### src/rtl/hspwm_defs.svh
`ifndef HSPWM_DEFS_SVH
`define HSPWM_DEFS_SVH
// Register byte offsets
`define HSPWM_OFS_SRC_A     8'h00
`define HSPWM_OFS_SRC_B     8'h04
`define HSPWM_OFS_DUTY1     8'h08
`define HSPWM_OFS_DUTY2     8'h0c
`define HSPWM_OFS_FREQ      8'h10
`define HSPWM_OFS_OC_STAT   8'h14
`define HSPWM_OFS_OL_STAT   8'h18
`define HSPWM_OFS_MODE      8'h1c
`define HSPWM_OFS_PROT      8'h20
// Source select codes (3 bits per output)
`define HSPWM_SRC_OFF       3'h0
`define HSPWM_SRC_ON        3'h1
`define HSPWM_SRC_TMR1      3'h2
`define HSPWM_SRC_TMR2      3'h3
`define HSPWM_SRC_PWM1      3'h4
`define HSPWM_SRC_PWM2      3'h5
// Chip mode codes
`define HSPWM_MODE_NORMAL   3'h0
`define HSPWM_MODE_STOP     3'h1
`define HSPWM_MODE_SLEEP    3'h2
`define HSPWM_MODE_RESTART  3'h3
`define HSPWM_MODE_FAILSAFE 3'h4
// Timing, 100 MHz clock
`define HSPWM_CLK_HZ        100000000
`define HSPWM_F_LOW_HZ      200
`define HSPWM_F_HIGH_HZ     400
`define HSPWM_SLICE_LOW     ((`HSPWM_CLK_HZ / `HSPWM_F_LOW_HZ) / 256)
`define HSPWM_SLICE_HIGH    ((`HSPWM_CLK_HZ / `HSPWM_F_HIGH_HZ) / 256)
`define HSPWM_OC_FILT_US    16
`define HSPWM_OL_FILT_US    64
`define HSPWM_OC_FILT_CYC   (`HSPWM_OC_FILT_US * (`HSPWM_CLK_HZ / 1000000))
`define HSPWM_OL_FILT_CYC   (`HSPWM_OL_FILT_US * (`HSPWM_CLK_HZ / 1000000))
`define HSPWM_HTRANS_NONSEQ 2'h2
`endif

### src/rtl/hspwm_pkg.sv
`default_nettype none
package hspwm_pkg;
    typedef logic [2:0] hspwm_src_type;
    typedef struct packed {
        logic [1:0] htrans;
        logic       hwrite;
        logic [7:0] haddr;
        logic       hsel;
    } hspwm_addr_type;
    typedef enum logic [1:0] {
        HSPWM_CTL_NORMAL = 2'b00,
        HSPWM_CTL_LOCKED = 2'b01,
        HSPWM_CTL_FORCED = 2'b10
    } hspwm_ctl_type;
endpackage : hspwm_pkg
`default_nettype wire

### src/rtl/hspwm_top.sv
// Behaviour
// - Cyclic sense may drive outputs in low power
// - Protections stay active in stop and sleep
// - Configure in normal mode before low power
// - Low power freezes configuration except overcurrent source clears; configuration writes ignored
// - Restart and fail-safe force outputs off
// - Two independent PWM generators
// - Each generator has own 8-bit duty
// - Per-generator 200/400 Hz select, shared register
// - Each output selects timer or PWM source
// - PWM starts right after source selection
// - Overcurrent off after continuous filter time
// - Open load flagged after continuous filter time
// - Overcurrent clears source, sets sticky flag
// - Open-load flags sticky; output stays on
`include "hspwm_defs.svh"
`default_nettype none
module hspwm_top (
    input  wire logic        CLK,
    input  wire logic        RST_B,
    input  wire logic        HSEL,
    input  wire logic [7:0]  HADDR,
    input  wire logic [1:0]  HTRANS,
    input  wire logic        HWRITE,
    input  wire logic [2:0]  HSIZE,
    input  wire logic [31:0] HWDATA,
    input  wire logic        HREADY,
    output logic      [31:0] HRDATA,
    output logic             HREADYOUT,
    output logic             HRESP,
    input  wire logic [2:0]  CHIP_MODE,
    input  wire logic [1:0]  TIMER_OUT,
    input  wire logic [3:0]  CYCLIC_SENSE_REQ,
    input  wire logic [3:0]  OVERCURRENT_IN,
    input  wire logic [3:0]  UNDERCURRENT_IN,
    input  wire logic        SUPPLY_OV,
    input  wire logic        SUPPLY_UV,
    output logic      [3:0]  HIGH_SIDE_OUTPUT
);
    // Bus side overview
    // The slave answers every transfer with zero wait states and an OKAY response.
    // The address phase is captured at the edge where HSEL, HREADY and NONSEQ stand.
    // A write then lands at the following edge, using the captured address
    // and the write data that the master drives in the data phase.
    // A read is decoded straight from the live address phase.
    // Its data is registered at the same edge, so it stands for the whole data phase.
    // HSIZE is not decoded, because only whole aligned words are expected.
    // A narrower access still moves the low bits of the addressed register.
    // Unmapped writes are dropped and unmapped reads return zero.
    // Address phase capture
    hspwm_pkg::hspwm_addr_type aph_reg;
    hspwm_pkg::hspwm_addr_type aph_next;
    logic [11:0] output_source_select_a_reg;
    logic [1:0]  frequency_reg;
    logic [7:0]  first_generator_duty_reg;
    logic [7:0]  second_generator_duty_reg;
    logic [3:0]  output_overcurrent_flag_reg;
    logic [3:0]  output_open_load_flag_reg;
    logic [1:0]  prot_en_reg;
    logic [3:0]  pwm_raw;
    logic [3:0]  hs_on;
    logic [31:0] rd_mux;
    hspwm_pkg::hspwm_ctl_type ctl_state;

    assign aph_next = '{htrans: HTRANS, hwrite: HWRITE, haddr: HADDR, hsel: HSEL & HREADY};
    assign HREADYOUT = 1'b1;
    assign HRESP     = 1'b0;

    always_ff @(posedge CLK or negedge RST_B) begin
        if (!RST_B) begin
            aph_reg <= '0;
        end else begin
            aph_reg <= aph_next;
        end
    end

    // Chip mode handling
    // Stop and sleep keep the configuration that was written in normal mode, except a source field that an overcurrent trip clears.
    // Configuration writes are refused there, so software cannot change a
    // low-power setup halfway through; the status flags stay clearable.
    // Restart and fail-safe only gate the outputs and leave the configuration.
    // Software can therefore switch the outputs back on once the fault is gone,
    // simply by rewriting or keeping the source fields.
    // Undefined mode codes behave as normal mode, the safest reading for a
    // code that a host should never send.
    // The mode input is a level and is not filtered here.
    // Mode decode: lock config in low power, force off in restart/fail-safe
    wire mode_low    = (CHIP_MODE == `HSPWM_MODE_STOP) || (CHIP_MODE == `HSPWM_MODE_SLEEP);
    wire mode_forced = (CHIP_MODE == `HSPWM_MODE_RESTART) || (CHIP_MODE == `HSPWM_MODE_FAILSAFE);
    assign ctl_state = mode_forced ? hspwm_pkg::HSPWM_CTL_FORCED :
                       mode_low    ? hspwm_pkg::HSPWM_CTL_LOCKED :
                                     hspwm_pkg::HSPWM_CTL_NORMAL;
    wire cfg_wr_ok = (ctl_state != hspwm_pkg::HSPWM_CTL_LOCKED);
    wire wr_act    = aph_reg.hsel && aph_reg.htrans == `HSPWM_HTRANS_NONSEQ && aph_reg.hwrite;
    wire wr_src_a  = wr_act && cfg_wr_ok && aph_reg.haddr == `HSPWM_OFS_SRC_A;
    wire wr_src_b  = wr_act && cfg_wr_ok && aph_reg.haddr == `HSPWM_OFS_SRC_B;
    wire wr_duty1  = wr_act && cfg_wr_ok && aph_reg.haddr == `HSPWM_OFS_DUTY1;
    wire wr_duty2  = wr_act && cfg_wr_ok && aph_reg.haddr == `HSPWM_OFS_DUTY2;
    wire wr_freq   = wr_act && cfg_wr_ok && aph_reg.haddr == `HSPWM_OFS_FREQ;
    wire wr_prot   = wr_act && cfg_wr_ok && aph_reg.haddr == `HSPWM_OFS_PROT;
    wire wr_oc     = wr_act && aph_reg.haddr == `HSPWM_OFS_OC_STAT;
    wire wr_ol     = wr_act && aph_reg.haddr == `HSPWM_OFS_OL_STAT;

    // PWM generator structure
    // Each generator is a prescaler that cuts the period into 256 slices and
    // an 8-bit slice counter that wraps once per period.
    // The output is high while the slice count is below the duty value,
    // so a duty of N gives N active slices and a duty of zero stays low.
    // A duty of 255 leaves one inactive slice per period by design.
    // The slice length follows the frequency bit of that generator alone,
    // so the two generators run fully independently of each other.
    // Slice lengths are truncated to whole clocks, which makes the real
    // period a little shorter than the nominal one.
    // A duty or frequency change takes effect at once, without waiting for
    // the end of the running period; a short glitch period may follow.
    // Both generators free-run from reset and never stop.
    // PWM generators, one per duty channel
    logic [7:0] duty [2];
    assign duty[0] = first_generator_duty_reg;
    assign duty[1] = second_generator_duty_reg;
    logic [1:0] pwm_out;
    genvar g;
    generate
        for (g = 0; g < 2; g = g + 1) begin : gen_pwm
            logic [17:0] pre_reg;
            logic [7:0]  slice_reg;
            wire  [17:0] slice_len = frequency_reg[g] ? 18'(`HSPWM_SLICE_HIGH - 1)
                                                      : 18'(`HSPWM_SLICE_LOW - 1);
            wire         slice_end = (pre_reg >= slice_len);
            always_ff @(posedge CLK or negedge RST_B) begin
                if (!RST_B) begin
                    pre_reg   <= '0;
                    slice_reg <= '0;
                end else begin
                    pre_reg   <= slice_end ? 18'h0 : pre_reg + 18'h1;
                    slice_reg <= slice_end ? slice_reg + 8'h1 : slice_reg;
                end
            end
            assign pwm_out[g] = (slice_reg < duty[g]);
        end
    endgenerate

    // Output channels
    // Every output picks its drive from off, on, one of two timers or one of
    // the two generators, through a three-bit field of its own.
    // Undefined codes drive the output low.
    // With the field off, the cyclic sense request may drive the output, but
    // only in stop and sleep, where the wake inputs need their supply.
    // Selecting a generator starts the PWM drive on the next clock.
    // Each channel carries an overcurrent and an open-load filter counter.
    // Both counters restart whenever the output is off, so a PWM low phase
    // also restarts them; short duties can hide a fault for that reason.
    // Per-output source selection and protection filters
    logic [3:0] oc_trip;
    logic [3:0] ol_trip;
    genvar h;
    generate
        for (h = 0; h < 4; h = h + 1) begin : gen_out
            logic [10:0] oc_cnt_reg;
            logic [12:0] ol_cnt_reg;
            wire  [2:0]  src = output_source_select_a_reg[3*h +: 3];
            always_comb begin
                case (src)
                    `HSPWM_SRC_OFF:  pwm_raw[h] = CYCLIC_SENSE_REQ[h] & mode_low;
                    `HSPWM_SRC_ON:   pwm_raw[h] = 1'b1;
                    `HSPWM_SRC_TMR1: pwm_raw[h] = TIMER_OUT[0];
                    `HSPWM_SRC_TMR2: pwm_raw[h] = TIMER_OUT[1];
                    `HSPWM_SRC_PWM1: pwm_raw[h] = pwm_out[0];
                    `HSPWM_SRC_PWM2: pwm_raw[h] = pwm_out[1];
                    default:         pwm_raw[h] = 1'b0;
                endcase
            end
            // The counter saturates at the trip point instead of wrapping,
            // so a held fault cannot roll the count over and lose the trip.
            // The trip itself lasts while the fault and the drive stand.
            // Once the field is cleared the drive falls and the count restarts.
            // A single clean sample is enough to restart the filter.
            // The filter runs in every chip mode.
            // Overcurrent must persist while on for the whole filter time
            always_ff @(posedge CLK or negedge RST_B) begin
                if (!RST_B) begin
                    oc_cnt_reg <= '0;
                end else if (hs_on[h] && OVERCURRENT_IN[h]) begin
                    oc_cnt_reg <= oc_trip[h] ? oc_cnt_reg : oc_cnt_reg + 11'h1;
                end else begin
                    oc_cnt_reg <= '0;
                end
            end
            assign oc_trip[h] = (oc_cnt_reg >= 11'(`HSPWM_OC_FILT_CYC - 1)) && OVERCURRENT_IN[h]
                                && hs_on[h];
            // Open load is judged only while the output is driven on.
            // The count also saturates, so a lasting open load keeps its trip
            // high and the sticky flag cannot be cleared while it stands.
            // Unlike overcurrent, the trip does not touch the drive.
            // A single sample with load current restarts the filter.
            // The filter runs in every chip mode.
            // Open load must persist while on for the whole filter time
            always_ff @(posedge CLK or negedge RST_B) begin
                if (!RST_B) begin
                    ol_cnt_reg <= '0;
                end else if (hs_on[h] && UNDERCURRENT_IN[h]) begin
                    ol_cnt_reg <= ol_trip[h] ? ol_cnt_reg : ol_cnt_reg + 13'h1;
                end else begin
                    ol_cnt_reg <= '0;
                end
            end
            assign ol_trip[h] = (ol_cnt_reg >= 13'(`HSPWM_OL_FILT_CYC - 1)) && UNDERCURRENT_IN[h]
                                && hs_on[h];
        end
    endgenerate

    // Output gating
    // Supply over-voltage and under-voltage each switch all outputs off while
    // their enable bit is set; both enables are set from reset.
    // The outputs return to their programmed state once the supply recovers,
    // because the configuration is never touched by a supply fault.
    // Restart and fail-safe gate the outputs in the same place.
    // The gated drive feeds both the filters and the output flops, so a gated
    // output can neither trip nor flag a load fault.
    // Supply shutdowns apply in every mode when enabled
    wire supply_off = (prot_en_reg[0] & SUPPLY_OV) | (prot_en_reg[1] & SUPPLY_UV);
    assign hs_on = (ctl_state == hspwm_pkg::HSPWM_CTL_FORCED || supply_off) ? 4'h0
                                                                            : pwm_raw;

    // Source field update
    // Both source words live in one twelve-bit vector, three bits per output.
    // A host write replaces the two fields of its word.
    // An overcurrent trip then overrides the field of its own output, so the
    // trip wins even over a write in the same cycle.
    // The trip lasts only until the cleared field drops the drive.
    // Software must write a source other than off to bring the output back.
    // Clearing the sticky flag first is the recommended order.
    // Source field next value: overcurrent clears the field, host write otherwise
    logic [11:0] src_next;
    always_comb begin
        src_next = output_source_select_a_reg;
        if (wr_src_a) begin
            src_next[5:0] = HWDATA[5:0];
        end
        if (wr_src_b) begin
            src_next[11:6] = HWDATA[5:0];
        end
        for (int i = 0; i < 4; i++) begin
            if (oc_trip[i]) begin
                src_next[3*i +: 3] = `HSPWM_SRC_OFF;
            end
        end
    end

    // Configuration storage
    // All configuration resets to off, zero duty and the low frequency.
    // Only the supply shutdown enables come up set, so a fresh device is
    // protected before software has written anything.
    // The write strobes already carry the low-power lock.
    // Upper data bits of every write are ignored.
    // Configuration registers
    always_ff @(posedge CLK or negedge RST_B) begin
        if (!RST_B) begin
            output_source_select_a_reg <= '0;
            first_generator_duty_reg   <= '0;
            second_generator_duty_reg  <= '0;
            frequency_reg              <= '0;
            prot_en_reg                <= 2'h3;
        end else begin
            output_source_select_a_reg <= src_next;
            if (wr_duty1) begin
                first_generator_duty_reg <= HWDATA[7:0];
            end
            if (wr_duty2) begin
                second_generator_duty_reg <= HWDATA[7:0];
            end
            if (wr_freq) begin
                frequency_reg <= HWDATA[1:0];
            end
            if (wr_prot) begin
                prot_en_reg <= HWDATA[1:0];
            end
        end
    end

    // Status flags
    // One overcurrent and one open-load flag per output, both sticky.
    // Software clears a flag by writing one to its bit.
    // A trip in the same cycle as the clear keeps the flag set, so an event
    // can never be lost between a read and the following clear.
    // The flags stay clearable in every chip mode.
    // A held open load sets its flag again at once after every clear.
    // Nothing clears a flag on its own.
    // Sticky flags: set wins over write-one-to-clear
    always_ff @(posedge CLK or negedge RST_B) begin
        if (!RST_B) begin
            output_overcurrent_flag_reg <= '0;
            output_open_load_flag_reg   <= '0;
        end else begin
            output_overcurrent_flag_reg <= (output_overcurrent_flag_reg
                                           & ~(wr_oc ? HWDATA[3:0] : 4'h0)) | oc_trip;
            output_open_load_flag_reg   <= (output_open_load_flag_reg
                                           & ~(wr_ol ? HWDATA[3:0] : 4'h0)) | ol_trip;
        end
    end

    // Read path
    // The mux decodes the live address, so the data is ready to register
    // at the address-phase edge and stands through the data phase.
    // Outside a read data phase the bus shows zero, which keeps stale
    // values off the bus.
    // The mode word reads back the live chip mode.
    // Source words read back as two fields each.
    // Read mux, unmapped reads zero
    wire rd_act = aph_next.hsel && HTRANS == `HSPWM_HTRANS_NONSEQ && !HWRITE;
    always_comb begin
        case (HADDR)
            `HSPWM_OFS_SRC_A:   rd_mux = {26'h0, output_source_select_a_reg[5:0]};
            `HSPWM_OFS_SRC_B:   rd_mux = {26'h0, output_source_select_a_reg[11:6]};
            `HSPWM_OFS_DUTY1:   rd_mux = {24'h0, first_generator_duty_reg};
            `HSPWM_OFS_DUTY2:   rd_mux = {24'h0, second_generator_duty_reg};
            `HSPWM_OFS_FREQ:    rd_mux = {30'h0, frequency_reg};
            `HSPWM_OFS_OC_STAT: rd_mux = {28'h0, output_overcurrent_flag_reg};
            `HSPWM_OFS_OL_STAT: rd_mux = {28'h0, output_open_load_flag_reg};
            `HSPWM_OFS_MODE:    rd_mux = {29'h0, CHIP_MODE};
            `HSPWM_OFS_PROT:    rd_mux = {30'h0, prot_en_reg};
            default:            rd_mux = 32'h0;
        endcase
    end

    // Output flops
    // The switch drives leave from flops, one clock after the gating.
    // An overcurrent trip masks the drive in the very cycle it fires, so the
    // output falls at the same edge at which the field is cleared.
    // Without that mask the switch would stay on one clock longer than the
    // filter time.
    // Read data is registered here as well.
    // Both reset to zero, so all switches are off during reset.
    // Registered read data and outputs
    always_ff @(posedge CLK or negedge RST_B) begin
        if (!RST_B) begin
            HRDATA           <= '0;
            HIGH_SIDE_OUTPUT <= '0;
        end else begin
            HRDATA           <= rd_act ? rd_mux : 32'h0;
            HIGH_SIDE_OUTPUT <= hs_on & ~oc_trip;
        end
    end
endmodule : hspwm_top
`default_nettype wire

### config.mk
export PLATFORM = sky130hd
export DESIGN_NAME = hspwm_top
export DESIGN_NICKNAME = d
export VERILOG_FILES = /design/src/rtl/hspwm_pkg.sv /design/src/rtl/hspwm_top.sv
export VERILOG_INCLUDE_DIRS = /design/src /design/src/rtl
export SDC_FILE = /design/constraint.sdc
export NUM_CORES = 1
export LEC_CHECK = 0
export BUFFER_PORTS_ARGS = -buffer_cell sky130_fd_sc_hd__buf_2
export CORE_UTILIZATION = 50
export CTS_CLUSTER_DIAMETER = 200
export DETAILED_ROUTE_END_ITERATION = 12
export PLACE_DENSITY = 0.66
export SYNTH_ARGS = -nofsm -noshare
export SYNTH_HDL_FRONTEND = slang
export SYNTH_SLANG_ARGS = --single-unit
### constraint.sdc
create_clock -name CLK -period 3.1 [get_ports CLK]
set_input_delay 0.155 -clock CLK [delete_from_list [all_inputs] [get_ports CLK]]
set_output_delay 0.155 -clock CLK [all_outputs]
set_load 0.02 [all_outputs]
==> impl_metrics.csv, run 1 <==
group,metric,value,unit
global_routing,grt_antenna_before_repair,1,
route,via_per_inst,5.48,
power_and_ir_drop,combPwrFrac,12.5,%
yosys,synthCells,1073,
yosys,synth_top_cell_by_area,"dfrtp_1",
floorplan,rows,53,
clocking,cts_buffers,24,
yosys,yosysSeqAreaShare,48.8,%
power_and_ir_drop,pwr-share-clk,42.8,%
power_and_ir_drop,seqPwrFrac,44.8,%
clocking,clockBufferDepth,3,
placement,io_buffers,53,
yosys,synth_ff_type,"dfrtp_1",
worst_setup_path,crit_required,3500,ps
clocking,clock_sinks,212,
job,max_cap_viol_count,0,
yosys,synth_area,10900,sq um
clocking,clkTransAtPathRegs,60,ps
global_routing,grt_max_degree,101,
global_routing,grt_pass1_wl,37.6,mm
route,drc,0,
power_and_ir_drop,switching_power,1750,uW
worst_setup_path,cp-start-kind,"flip-flop",
yosys,yosys-top-cells-area,"dfrtp_1, nor2_1, xor2_1, ha_1, xnor2_1",
worst_setup_path,criticalPathCategory,"flip-flop to flip-flop",
placement,gp_congestion,0.871,
clocking,clk_latency,510,ps
status,outcome,"complete, no violations",
route,wire_per_inst,15.6,um
final_layout,area_growth,15.3,%
sta,worst_pin_slew,866,ps
hold_path,hold_path.class,"input port to flip-flop",
sta,clock.fmax,0.351,GHz
sta,setup_viol_count_final,0,
final_layout,fillers,1796,
power_and_ir_drop,p_int,5050,uW
yosys,yosysUniqueCellTypes,80,
final_layout,largest_reg_flops,52,
floorplan,die_area,22300,sq um
sta,slew_viol_final,0,
power_and_ir_drop,power.density,543,nW/um^2
clocking,cts_tree,"built",
yosys,syn-mean-instance-area,10.1,sq um
worst_setup_path,arrival,3240,ps
yosys,yosys.area.top_type_share,48.3,%
floorplan,ios,107,
clocking,cts_max_level,1,
yosys,ys_ff_latch,212,
placement,dp_hpwl,15.8,mm
yosys,yosysWarnings,0,
global_routing,track_usage,20.9,%
yosys,async_reset_ff_share,100,%
floorplan,start_util,51.4,%
placement,place_ws,401,ps
final_layout,antenna_cells,0,
final_layout,drive_above_1_share,12.7,%
route,dr.pass1.iters,5,
sta,period_share,91.8,%
final_layout,nNetsFinal,1287,
floorplan,coreArea,21200,sq um
yosys,synth_edf_count,0,
global_routing,grt_use_met2,33.2,%
power_and_ir_drop,vdd_drop_max,400,uV
floorplan,die_w,149,um
sta,hold_violations,0,
worst_setup_path,worst_setup_path_end_kind,"flip-flop",
sta,setup-tns-final,0,ps
global_routing,grt_pass1_vias,7661,
route,drt-total-wl,22.9,mm
clocking,ctsResizeCount,0,
route,dr_total_vias,8066,
route,postRouteAntennaNets,0,
global_routing,busiest_layer,"met2",
route,first_iter_violations,388,
global_routing,grt-ovfl-total,0,
floorplan,die_h,149,um
clocking,ctsRootBufferMaster,"clkbuf_16",
sta,fin_ws,254,ps
sta,rsz0062_at_grt,"no",
worst_setup_path,path_max_fanout,5,
power_and_ir_drop,power_switching_share,25.8,%
global_routing,grtUsageMet3,3.35,%
power_and_ir_drop,leakage,0.00566,uW
sta,max-slew-margin-rel,41.8,%
sta,fin_skew,10.6,ps
sta,period_minus_slack,2850,ps
global_routing,met1_usage,30.0,%
## logic make-up after synthesis
kind of cell    synth area share (%)
simple gates                    20.6
mux                             4.21
compound gates                  8.99
fa+ha+maj                       4.60
other cells                   0.0691
buf+inv                         3.97
xor+xnor                        8.70
flops                           48.8
## stage by stage
stage          util, %  area, sq um  std cells  power, uW  hold WS (ps)
3_5_place_dp      54.0        11400       1399       3900           259
4_1_cts           59.3        12500       1471       6880          74.6
5_1_grt           59.3        12500       1471       7130           102
6_report          59.3        12500       1471       6810          90.2
2_1_floorplan        -        11000       1109       3630          -141
3_3_place_gp      54.0        11400       1399       3880           250
## cell usage in the layout (no fill, tap or decap), drive strengths merged, types with 5 or more instances in the layout
cell type and instances:
nor2b 9, o22ai 5, buf 67, o21ai 13, and2 9, a21o 6
dlygate4sd3 28, nor2 154, ha 40, and3 40, a22oi 11, a21oi 27
mux2i 21, xor2 60, or2 5, inv 31, nand4 36, xnor2 48
a211oi 6, mux2 22, nand2 89, nand3 50, clkinv 7, nor3 15
and4 9, dfrtp 210, or3 6, nor3b 7, clkbuf 31, nor4 9
conb 38, a31oi 14
## what timing repair did
| action | in CTS | in global routing |
|---|---|---|
| setup endpoints to repair | 0 | 0 |
| hold buffers | 28 | 0 |
| hold endpoints to repair | 139 | 0 |
| buffers inserted | 0 | 0 |
## worst max-delay path, stage by stage, from the launching register on
cell	delay (ps)
dfrtp_1	370
inv_1	50
ha_1	290
nand2_1	70
nor3_1	550
a211oi_1	180
o311ai_1	380
buf_4	210
o31ai_1	70
dlygate4sd3_1	570
## per-layer routing
metal	up-vias	share of wire, %
met3	36	4.9
met1	3935	48
li1	3924	-
met5	-	0
met2	171	45
met4	0	1.9
## power groups by stage
stage	logic, uW	clock network [uW]	registers [uW]
2_1_floorplan	578	0	3060
3_3_place_gp	788	0	3090
3_5_place_dp	806	0	3100
4_1_cts	847	2990	3050
5_1_grt	958	3100	3060
6_report	848	2910	3050
## worst paths after layout
path	startpoint	to	slack [ps]	depth (start not counted)
setup / recovery	first_generator_duty_reg[7]	output_open_load_flag_reg[3]	250	9
hold / removal	OVERCURRENT_IN[3]	HIGH_SIDE_OUTPUT[3]	90	4
setup reg to reg	first_generator_duty_reg[7]	output_open_load_flag_reg[3]	250	9
hold reg to reg	gen_pwm[1].slice_reg[7]	gen_pwm[1].slice_reg[7]	480	1
max in group asynchronous	RST_B	gen_pwm[1].pre_reg[5]	2040	3
min in group asynchronous	RST_B	gen_out[0].oc_cnt_reg[8]	260	2
## cell type report
cell class,count,area [sq um],area share (%)
clock inverter,13,151,1.21
sequential,212,5310,42.3
inverter,31,116,0.928
clock buffer,31,678,5.41
tap,275,344,2.74
multi-input combinational,814,5270,42.0
timing repair buffer,95,673,5.37
## cells in the mapped netlist, drive strengths merged, types with 3 or more instances
cell       n
xor2      60
or3        6
nand3     50
nor2b      9
o22ai      5
nor3b      7
o31ai      3
o311ai     4
a21o       6
nor4       9
a31oi     14
xnor2     48
mux2      22
and3      40
nand2     89
and3b      4
a21oi     27
clkbuf    16
nor3      15
a22oi     11
o21ai     13
dfrtp    210
nor2     154
ha        40
nand4     36
or2        5
a211o      4
mux2i     21
o2111ai    4
nand2b     4
buf       36
and2       9
and4       9
a22o       4
inv       31
a211oi     6
Note: power is estimated with default switching activity, not from simulation.
==> inputs of run 2 (changes only) <==
--- a/config.mk
+++ b/config.mk
@@ -10,7 +10,9 @@
 export CORE_UTILIZATION = 50
 export CTS_CLUSTER_DIAMETER = 200
 export DETAILED_ROUTE_END_ITERATION = 12
-export PLACE_DENSITY = 0.66
+export MAX_ROUTING_LAYER = met4
+export PLACE_DENSITY = 0.71
+export RECOVER_POWER = 100
 export SYNTH_ARGS = -nofsm -noshare
 export SYNTH_HDL_FRONTEND = slang
 export SYNTH_SLANG_ARGS = --single-unit
==> impl_metrics.csv, run 2 (synthesis gave the netlist of run 1 again) <==
group,metric,value,unit
route,dr_total_vias,8096,
route,dr.pass1.iters,5,
power_and_ir_drop,switching_power,1730,uW
sta,period_share,93.8,%
power_and_ir_drop,leakage,0.00554,uW
floorplan,die_w,149,um
worst_setup_path,cp-start-kind,"flip-flop",
sta,setup-tns-final,0,ps
global_routing,grt_pass1_vias,7919,
status,outcome,"finished with violations",
global_routing,grt-ovfl-total,0,
hold_path,hold_path.class,"input port to flip-flop",
floorplan,start_util,51.4,%
global_routing,grt_use_met2,34.7,%
route,wire_per_inst,15.8,um
sta,fin_ws,193,ps
worst_setup_path,path_max_fanout,11,
floorplan,rows,53,
worst_setup_path,criticalPathCategory,"flip-flop to flip-flop",
power_and_ir_drop,power_switching_share,25.7,%
worst_setup_path,crit_chain,"inv_1 -> ha_1 -> and2_0 -> a221oi_1 -> o211ai_1 -> a311oi_4 -> nand2_1 -> nor2_1",
job,max_cap_viol_count,1,
final_layout,antenna_cells,0,
final_layout,nNetsFinal,1282,
power_and_ir_drop,combPwrFrac,12.2,%
clocking,ctsRootBufferMaster,"clkbuf_16",
power_and_ir_drop,vdd_drop_max,431,uV
final_layout,drive_above_1_share,9.67,%
power_and_ir_drop,finalPower,6740,uW
worst_setup_path,critPathLaunch,"second_generator_duty_reg[7]",
sta,hold_ws,32.6,ps
sta,fin_skew,14.3,ps
sta,period_minus_slack,2910,ps
placement,place_ws,431,ps
clocking,clk_latency,510,ps
power_and_ir_drop,seqPwrFrac,45.2,%
worst_setup_path,worst_setup_path_end_kind,"flip-flop",
worst_setup_path,arrival,3340,ps
final_layout,largest_reg_flops,52,
sta,slew_viol_final,87,
final_layout,area_growth,14.1,%
route,via_per_inst,5.53,
status,violations,"capacitance limit, slew limit",
clocking,cts_tree,"built",
placement,place_area,11400,sq um
global_routing,track_usage,22.3,%
worst_setup_path,r2r-start,"second_generator_duty_reg[7]",
placement,dp_hpwl,16.0,mm
final_layout,mostFrequentLayoutCells,"dfrtp_1, nor2_1, nand2_1, xor2_1, nand3_1",
sta,worst_pin_slew,2210,ps
final_layout,layout_commonest_cell,"dfrtp_1",
global_routing,met1_usage,30.7,%
sta,max-slew-margin-rel,-47.0,%
worst_setup_path,critPathSlowestCell,"a221oi_1",
clocking,cts_max_level,1,
global_routing,grtUsageMet3,3.11,%
power_and_ir_drop,p_int,5010,uW
sta,rsz0062_at_grt,"no",
clocking,cts_buffers,23,
power_and_ir_drop,power.density,543,nW/um^2
sta,hold_violations,0,
final_layout,fillers,1795,
sta,clock.fmax,0.344,GHz
route,drc,0,
final_layout,final_area,12400,sq um
clocking,clockBufferDepth,3,
global_routing,grt_pass1_wl,39.0,mm
placement,io_buffers,53,
placement,gp_congestion,0.885,
clocking,ctsResizeCount,0,
floorplan,coreArea,21200,sq um
clocking,clkTransAtPathRegs,60,ps
floorplan,ios,107,
power_and_ir_drop,pwr-share-clk,42.6,%
route,drt-total-wl,23.2,mm
route,postRouteAntennaNets,0,
worst_setup_path,crit_required,3530,ps
floorplan,die_h,149,um
global_routing,grt_max_degree,89,
hold_path,min-delay-start,"HWDATA[1]",
clocking,clock_sinks,212,
global_routing,busiest_layer,"met2",
global_routing,grt_antenna_before_repair,0,
floorplan,die_area,22300,sq um
worst_setup_path,slowest_delay,630,ps
sta,setup_viol_count_final,0,
route,first_iter_violations,440,
run 2: power by group through the flow:
stage / clock, uW / sequential [uW] / combinational (uW)
floorplan: 0 / 3060 / 578
global placement: 0 / 3090 / 783
detailed placement: 0 / 3100 / 801
CTS: 2920 / 3050 / 841
global route: 3050 / 3070 / 936
finish: 2870 / 3050 / 821
run 2: layout make-up:
cell class              count  area (sq um)  share of cell area [%]
flip-flops and latches    212          5310                    42.8
repair buffers             91           596                    4.80
clock buffers              29           628                    5.07
inverters                  31           116                   0.938
multi-input cells         814          5240                    42.3
clock inverters            12           164                    1.32
well taps                 275           344                    2.77
run 2: metrics by stage:
stage          util, %  instances
2_1_floorplan        -       1109
3_3_place_gp      54.0       1396
3_5_place_dp      54.0       1396
4_1_cts           59.0       1464
5_1_grt           58.6       1464
6_report          58.6       1464
run 2: path summary, 6_finish.rpt:
kind                                                       end  slack [ps]  cells past startpoint
min in group asynchronous                  HIGH_SIDE_OUTPUT[0]         820                      2
worst min register to register  output_overcurrent_flag_reg[0]         480                      1
worst max register to register        gen_out[1].oc_cnt_reg[9]         190                      8
worst min-delay path                          frequency_reg[1]          30                      3
worst max-delay path                  gen_out[1].oc_cnt_reg[9]         190                      8
max in group asynchronous             gen_out[1].ol_cnt_reg[3]         960                      2
run 2: worst max-delay path: cells and delay by family (launching register included):
kind	cells	cell delay, ps
fa+ha+maj	1	300
compound gates	3	1410
simple gates	3	700
flops	1	370
buf+inv	1	50
run 2: what timing repair did:
| action | CTS | global route |
|---|---|---|
| hold buffers | 27 | 0 |
| hold endpoints to repair | 129 | 0 |
| buffers inserted | 0 | 0 |
run 2: routing by layer:
layer  wire [um]  up-vias  share of wire [%]
met4         454        0                2.0
met3        1250       34                5.4
met5           0        -                  0
met1       10800     3937                 47
li1            -     3917                  -
met2       10700      208                 46
==> inputs of run 3 (changes only) <==
--- a/config.mk
+++ b/config.mk
@@ -7,7 +7,9 @@
 export NUM_CORES = 1
 export LEC_CHECK = 0
 export BUFFER_PORTS_ARGS = -buffer_cell sky130_fd_sc_hd__buf_2
+export CORE_ASPECT_RATIO = 0.8
 export CORE_UTILIZATION = 50
+export CTS_BUF_LIST = sky130_fd_sc_hd__clkbuf_4 sky130_fd_sc_hd__clkbuf_8
 export CTS_CLUSTER_DIAMETER = 200
 export DETAILED_ROUTE_END_ITERATION = 12
 export MAX_ROUTING_LAYER = met4
==> impl_metrics.csv, run 3 (synthesis gave the netlist of run 1 again) <==
group,metric,value,unit
worst_setup_path,reg2reg_depth,8,
worst_setup_path,critPathLaunch,"second_generator_duty_reg[7]",
placement,dp_hpwl,16.2,mm
final_layout,layout_commonest_cell,"dfrtp_1",
worst_setup_path,r2r_end,"gen_out[1].ol_cnt_reg[12]",
placement,post-place-cells,1391,
clocking,clk_latency,520,ps
final_layout,nNetsFinal,1295,
route,drc,0,
power_and_ir_drop,leakage,0.00550,uW
global_routing,grt_pass1_vias,7753,
floorplan,coreArea,21000,sq um
sta,fin_ws,244,ps
sta,setup_viol_count_final,0,
worst_setup_path,cp-start-kind,"flip-flop",
route,drt-total-wl,23.6,mm
status,outcome,"finished with violations",
power_and_ir_drop,switching_power,1740,uW
clocking,clock_sinks,212,
final_layout,area_growth,12.9,%
floorplan,die_h,134,um
sta,clock.fmax,0.350,GHz
sta,hold_violations,0,
power_and_ir_drop,vdd_drop_max,378,uV
power_and_ir_drop,combPwrFrac,13.5,%
route,postRouteAntennaNets,0,
floorplan,die_area,22300,sq um
final_layout,instances_no_fill,1479,
worst_setup_path,path_delay_family,"compound AO/OA/AOI/OAI gates",
worst_setup_path,reg2reg_setup_slack,240,ps
sta,rsz0062_at_grt,"no",
clocking,cts_max_level,2,
worst_setup_path,crit_chain,"inv_1 -> ha_1 -> and2_1 -> a221oi_2 -> o211ai_1 -> a311oi_4 -> nand2_1 -> a21oi_1",
worst_setup_path,critPathBufInv,1,
hold_path,hold_path.class,"input port to flip-flop",
floorplan,die_w,167,um
route,via_per_inst,5.54,
status,violations,"capacitance limit, slew limit",
sta,period_share,92.1,%
hold_path,whs_path_depth,3,
power_and_ir_drop,power_switching_share,27.3,%
power_and_ir_drop,power.density,520,nW/um^2
clocking,cts_setup_buffers,0,
final_layout,drive_above_1_share,11.4,%
sta,worst_pin_slew,1760,ps
clocking,clkTransAtPathRegs,70,ps
clocking,ctsRootBufferMaster,"clkbuf_8",
route,dr_total_vias,8197,
sta,period_minus_slack,2860,ps
worst_setup_path,r2r-start,"second_generator_duty_reg[7]",
clocking,clockBufferDepth,3,
worst_setup_path,path_max_fanout,13,
power_and_ir_drop,p_int,4640,uW
clocking,cts_tree,"built",
worst_setup_path,slowest_delay,520,ps
final_layout,largest_reg_flops,52,
route,dr.pass1.iters,5,
global_routing,grt_pass1_wl,39.5,mm
route,first_iter_violations,662,
final_layout,mostFrequentLayoutCells,"dfrtp_1, nor2_1, nand2_1, xor2_1, nand3_1",
floorplan,rows,47,
placement,gp_congestion,0.881,
worst_setup_path,crit_cells,8,
clocking,hold_buffers,26,
placement,io_buffers,53,
worst_setup_path,critPathCapture,"gen_out[1].ol_cnt_reg[12]",
worst_setup_path,worst_setup_path_end_kind,"flip-flop",
global_routing,grt-ovfl-total,0,
worst_setup_path,crit_required,3520,ps
clocking,cts_buffers,36,
global_routing,track_usage,22.6,%
power_and_ir_drop,pwr-share-clk,38.7,%
floorplan,ios,107,
sta,max-slew-margin-rel,-17.5,%
global_routing,grt_max_degree,73,
power_and_ir_drop,finalPower,6380,uW
sta,hold_ws,51.3,ps
floorplan,start_util,51.8,%
job,max_cap_viol_count,1,
worst_setup_path,criticalPathCategory,"flip-flop to flip-flop",
placement,place_ws,357,ps
clocking,ctsResizeCount,0,
sta,slew_viol_final,73,
sta,fin_skew,24.4,ps
route,wire_per_inst,15.9,um
sta,setup-tns-final,0,ps
worst_setup_path,critPathSlowestCell,"a311oi_4",
worst_setup_path,arrival,3280,ps
global_routing,grt_antenna_before_repair,3,
power_and_ir_drop,seqPwrFrac,47.8,%
run 3: cell types whose count changed in the layout (fill, tap and decap cells not counted), sizes merged:
| cell | delta |
|---|---|
| clkbuf | +25 |
| bufinv | -3 |
| diode | +3 |
| buf | -2 |
| clkinv | -1 |
| clkinvlp | +1 |
| dlygate4sd3 | -1 |
| inv | -1 |
run 3: worst min path at each step:
stage / from / to / slack, ps
global route: HWDATA[0] / frequency_reg[0] / 50
CTS: HWDATA[0] / frequency_reg[0] / 20
floorplan: RST_B / HIGH_SIDE_OUTPUT[0] / -140
global placement: RST_B / gen_out[1].ol_cnt_reg[8] / 150
detailed placement: RST_B / gen_out[1].ol_cnt_reg[8] / 150
finish: HWDATA[0] / output_overcurrent_flag_reg[0] / 50
run 3: metal layers:
layer / wire length, um / vias to the layer above / track usage (%)
met1: 11700 / 3962 / 32.4
li1: - / 3957 / -
met3: 1410 / 58 / 5.10
met2: 9980 / 220 / 31.4
met4: 518 / 0 / 7.46
met5: 0 / - / -
run 3: cell type report:
class / instances / area, sq um
clock buffer: 51 / 627
timing repair buffer: 91 / 564
sequential: 212 / 5310
inverter: 31 / 116
clock inverter: 8 / 67.6
antenna: 3 / 7.51
tap: 269 / 337
multi-input combinational: 814 / 5250
fill: 1841 / 8720
run 3: worst min-delay path, delay by kind of cell:
family                 cells  cell delay (ps)
AOI/OAI and AO/OA          1              100
and+or+nand+nor            1               90
buffers and inverters      1              190
run 3: through the flow:
stage,util [%],area (sq um)
floorplan,-,11000
global placement,54.3,11400
detailed placement,54.3,11400
CTS,58.9,12400
global route,58.5,12300
finish,58.5,12300
run 3: power groups by stage:
stage	clock (uW)	sequential, uW	combinational [uW]
global route	2670	3070	953
detailed placement	0	3100	833
finish	2470	3050	861
CTS	2540	3050	867
floorplan	0	3060	578
global placement	0	3090	795
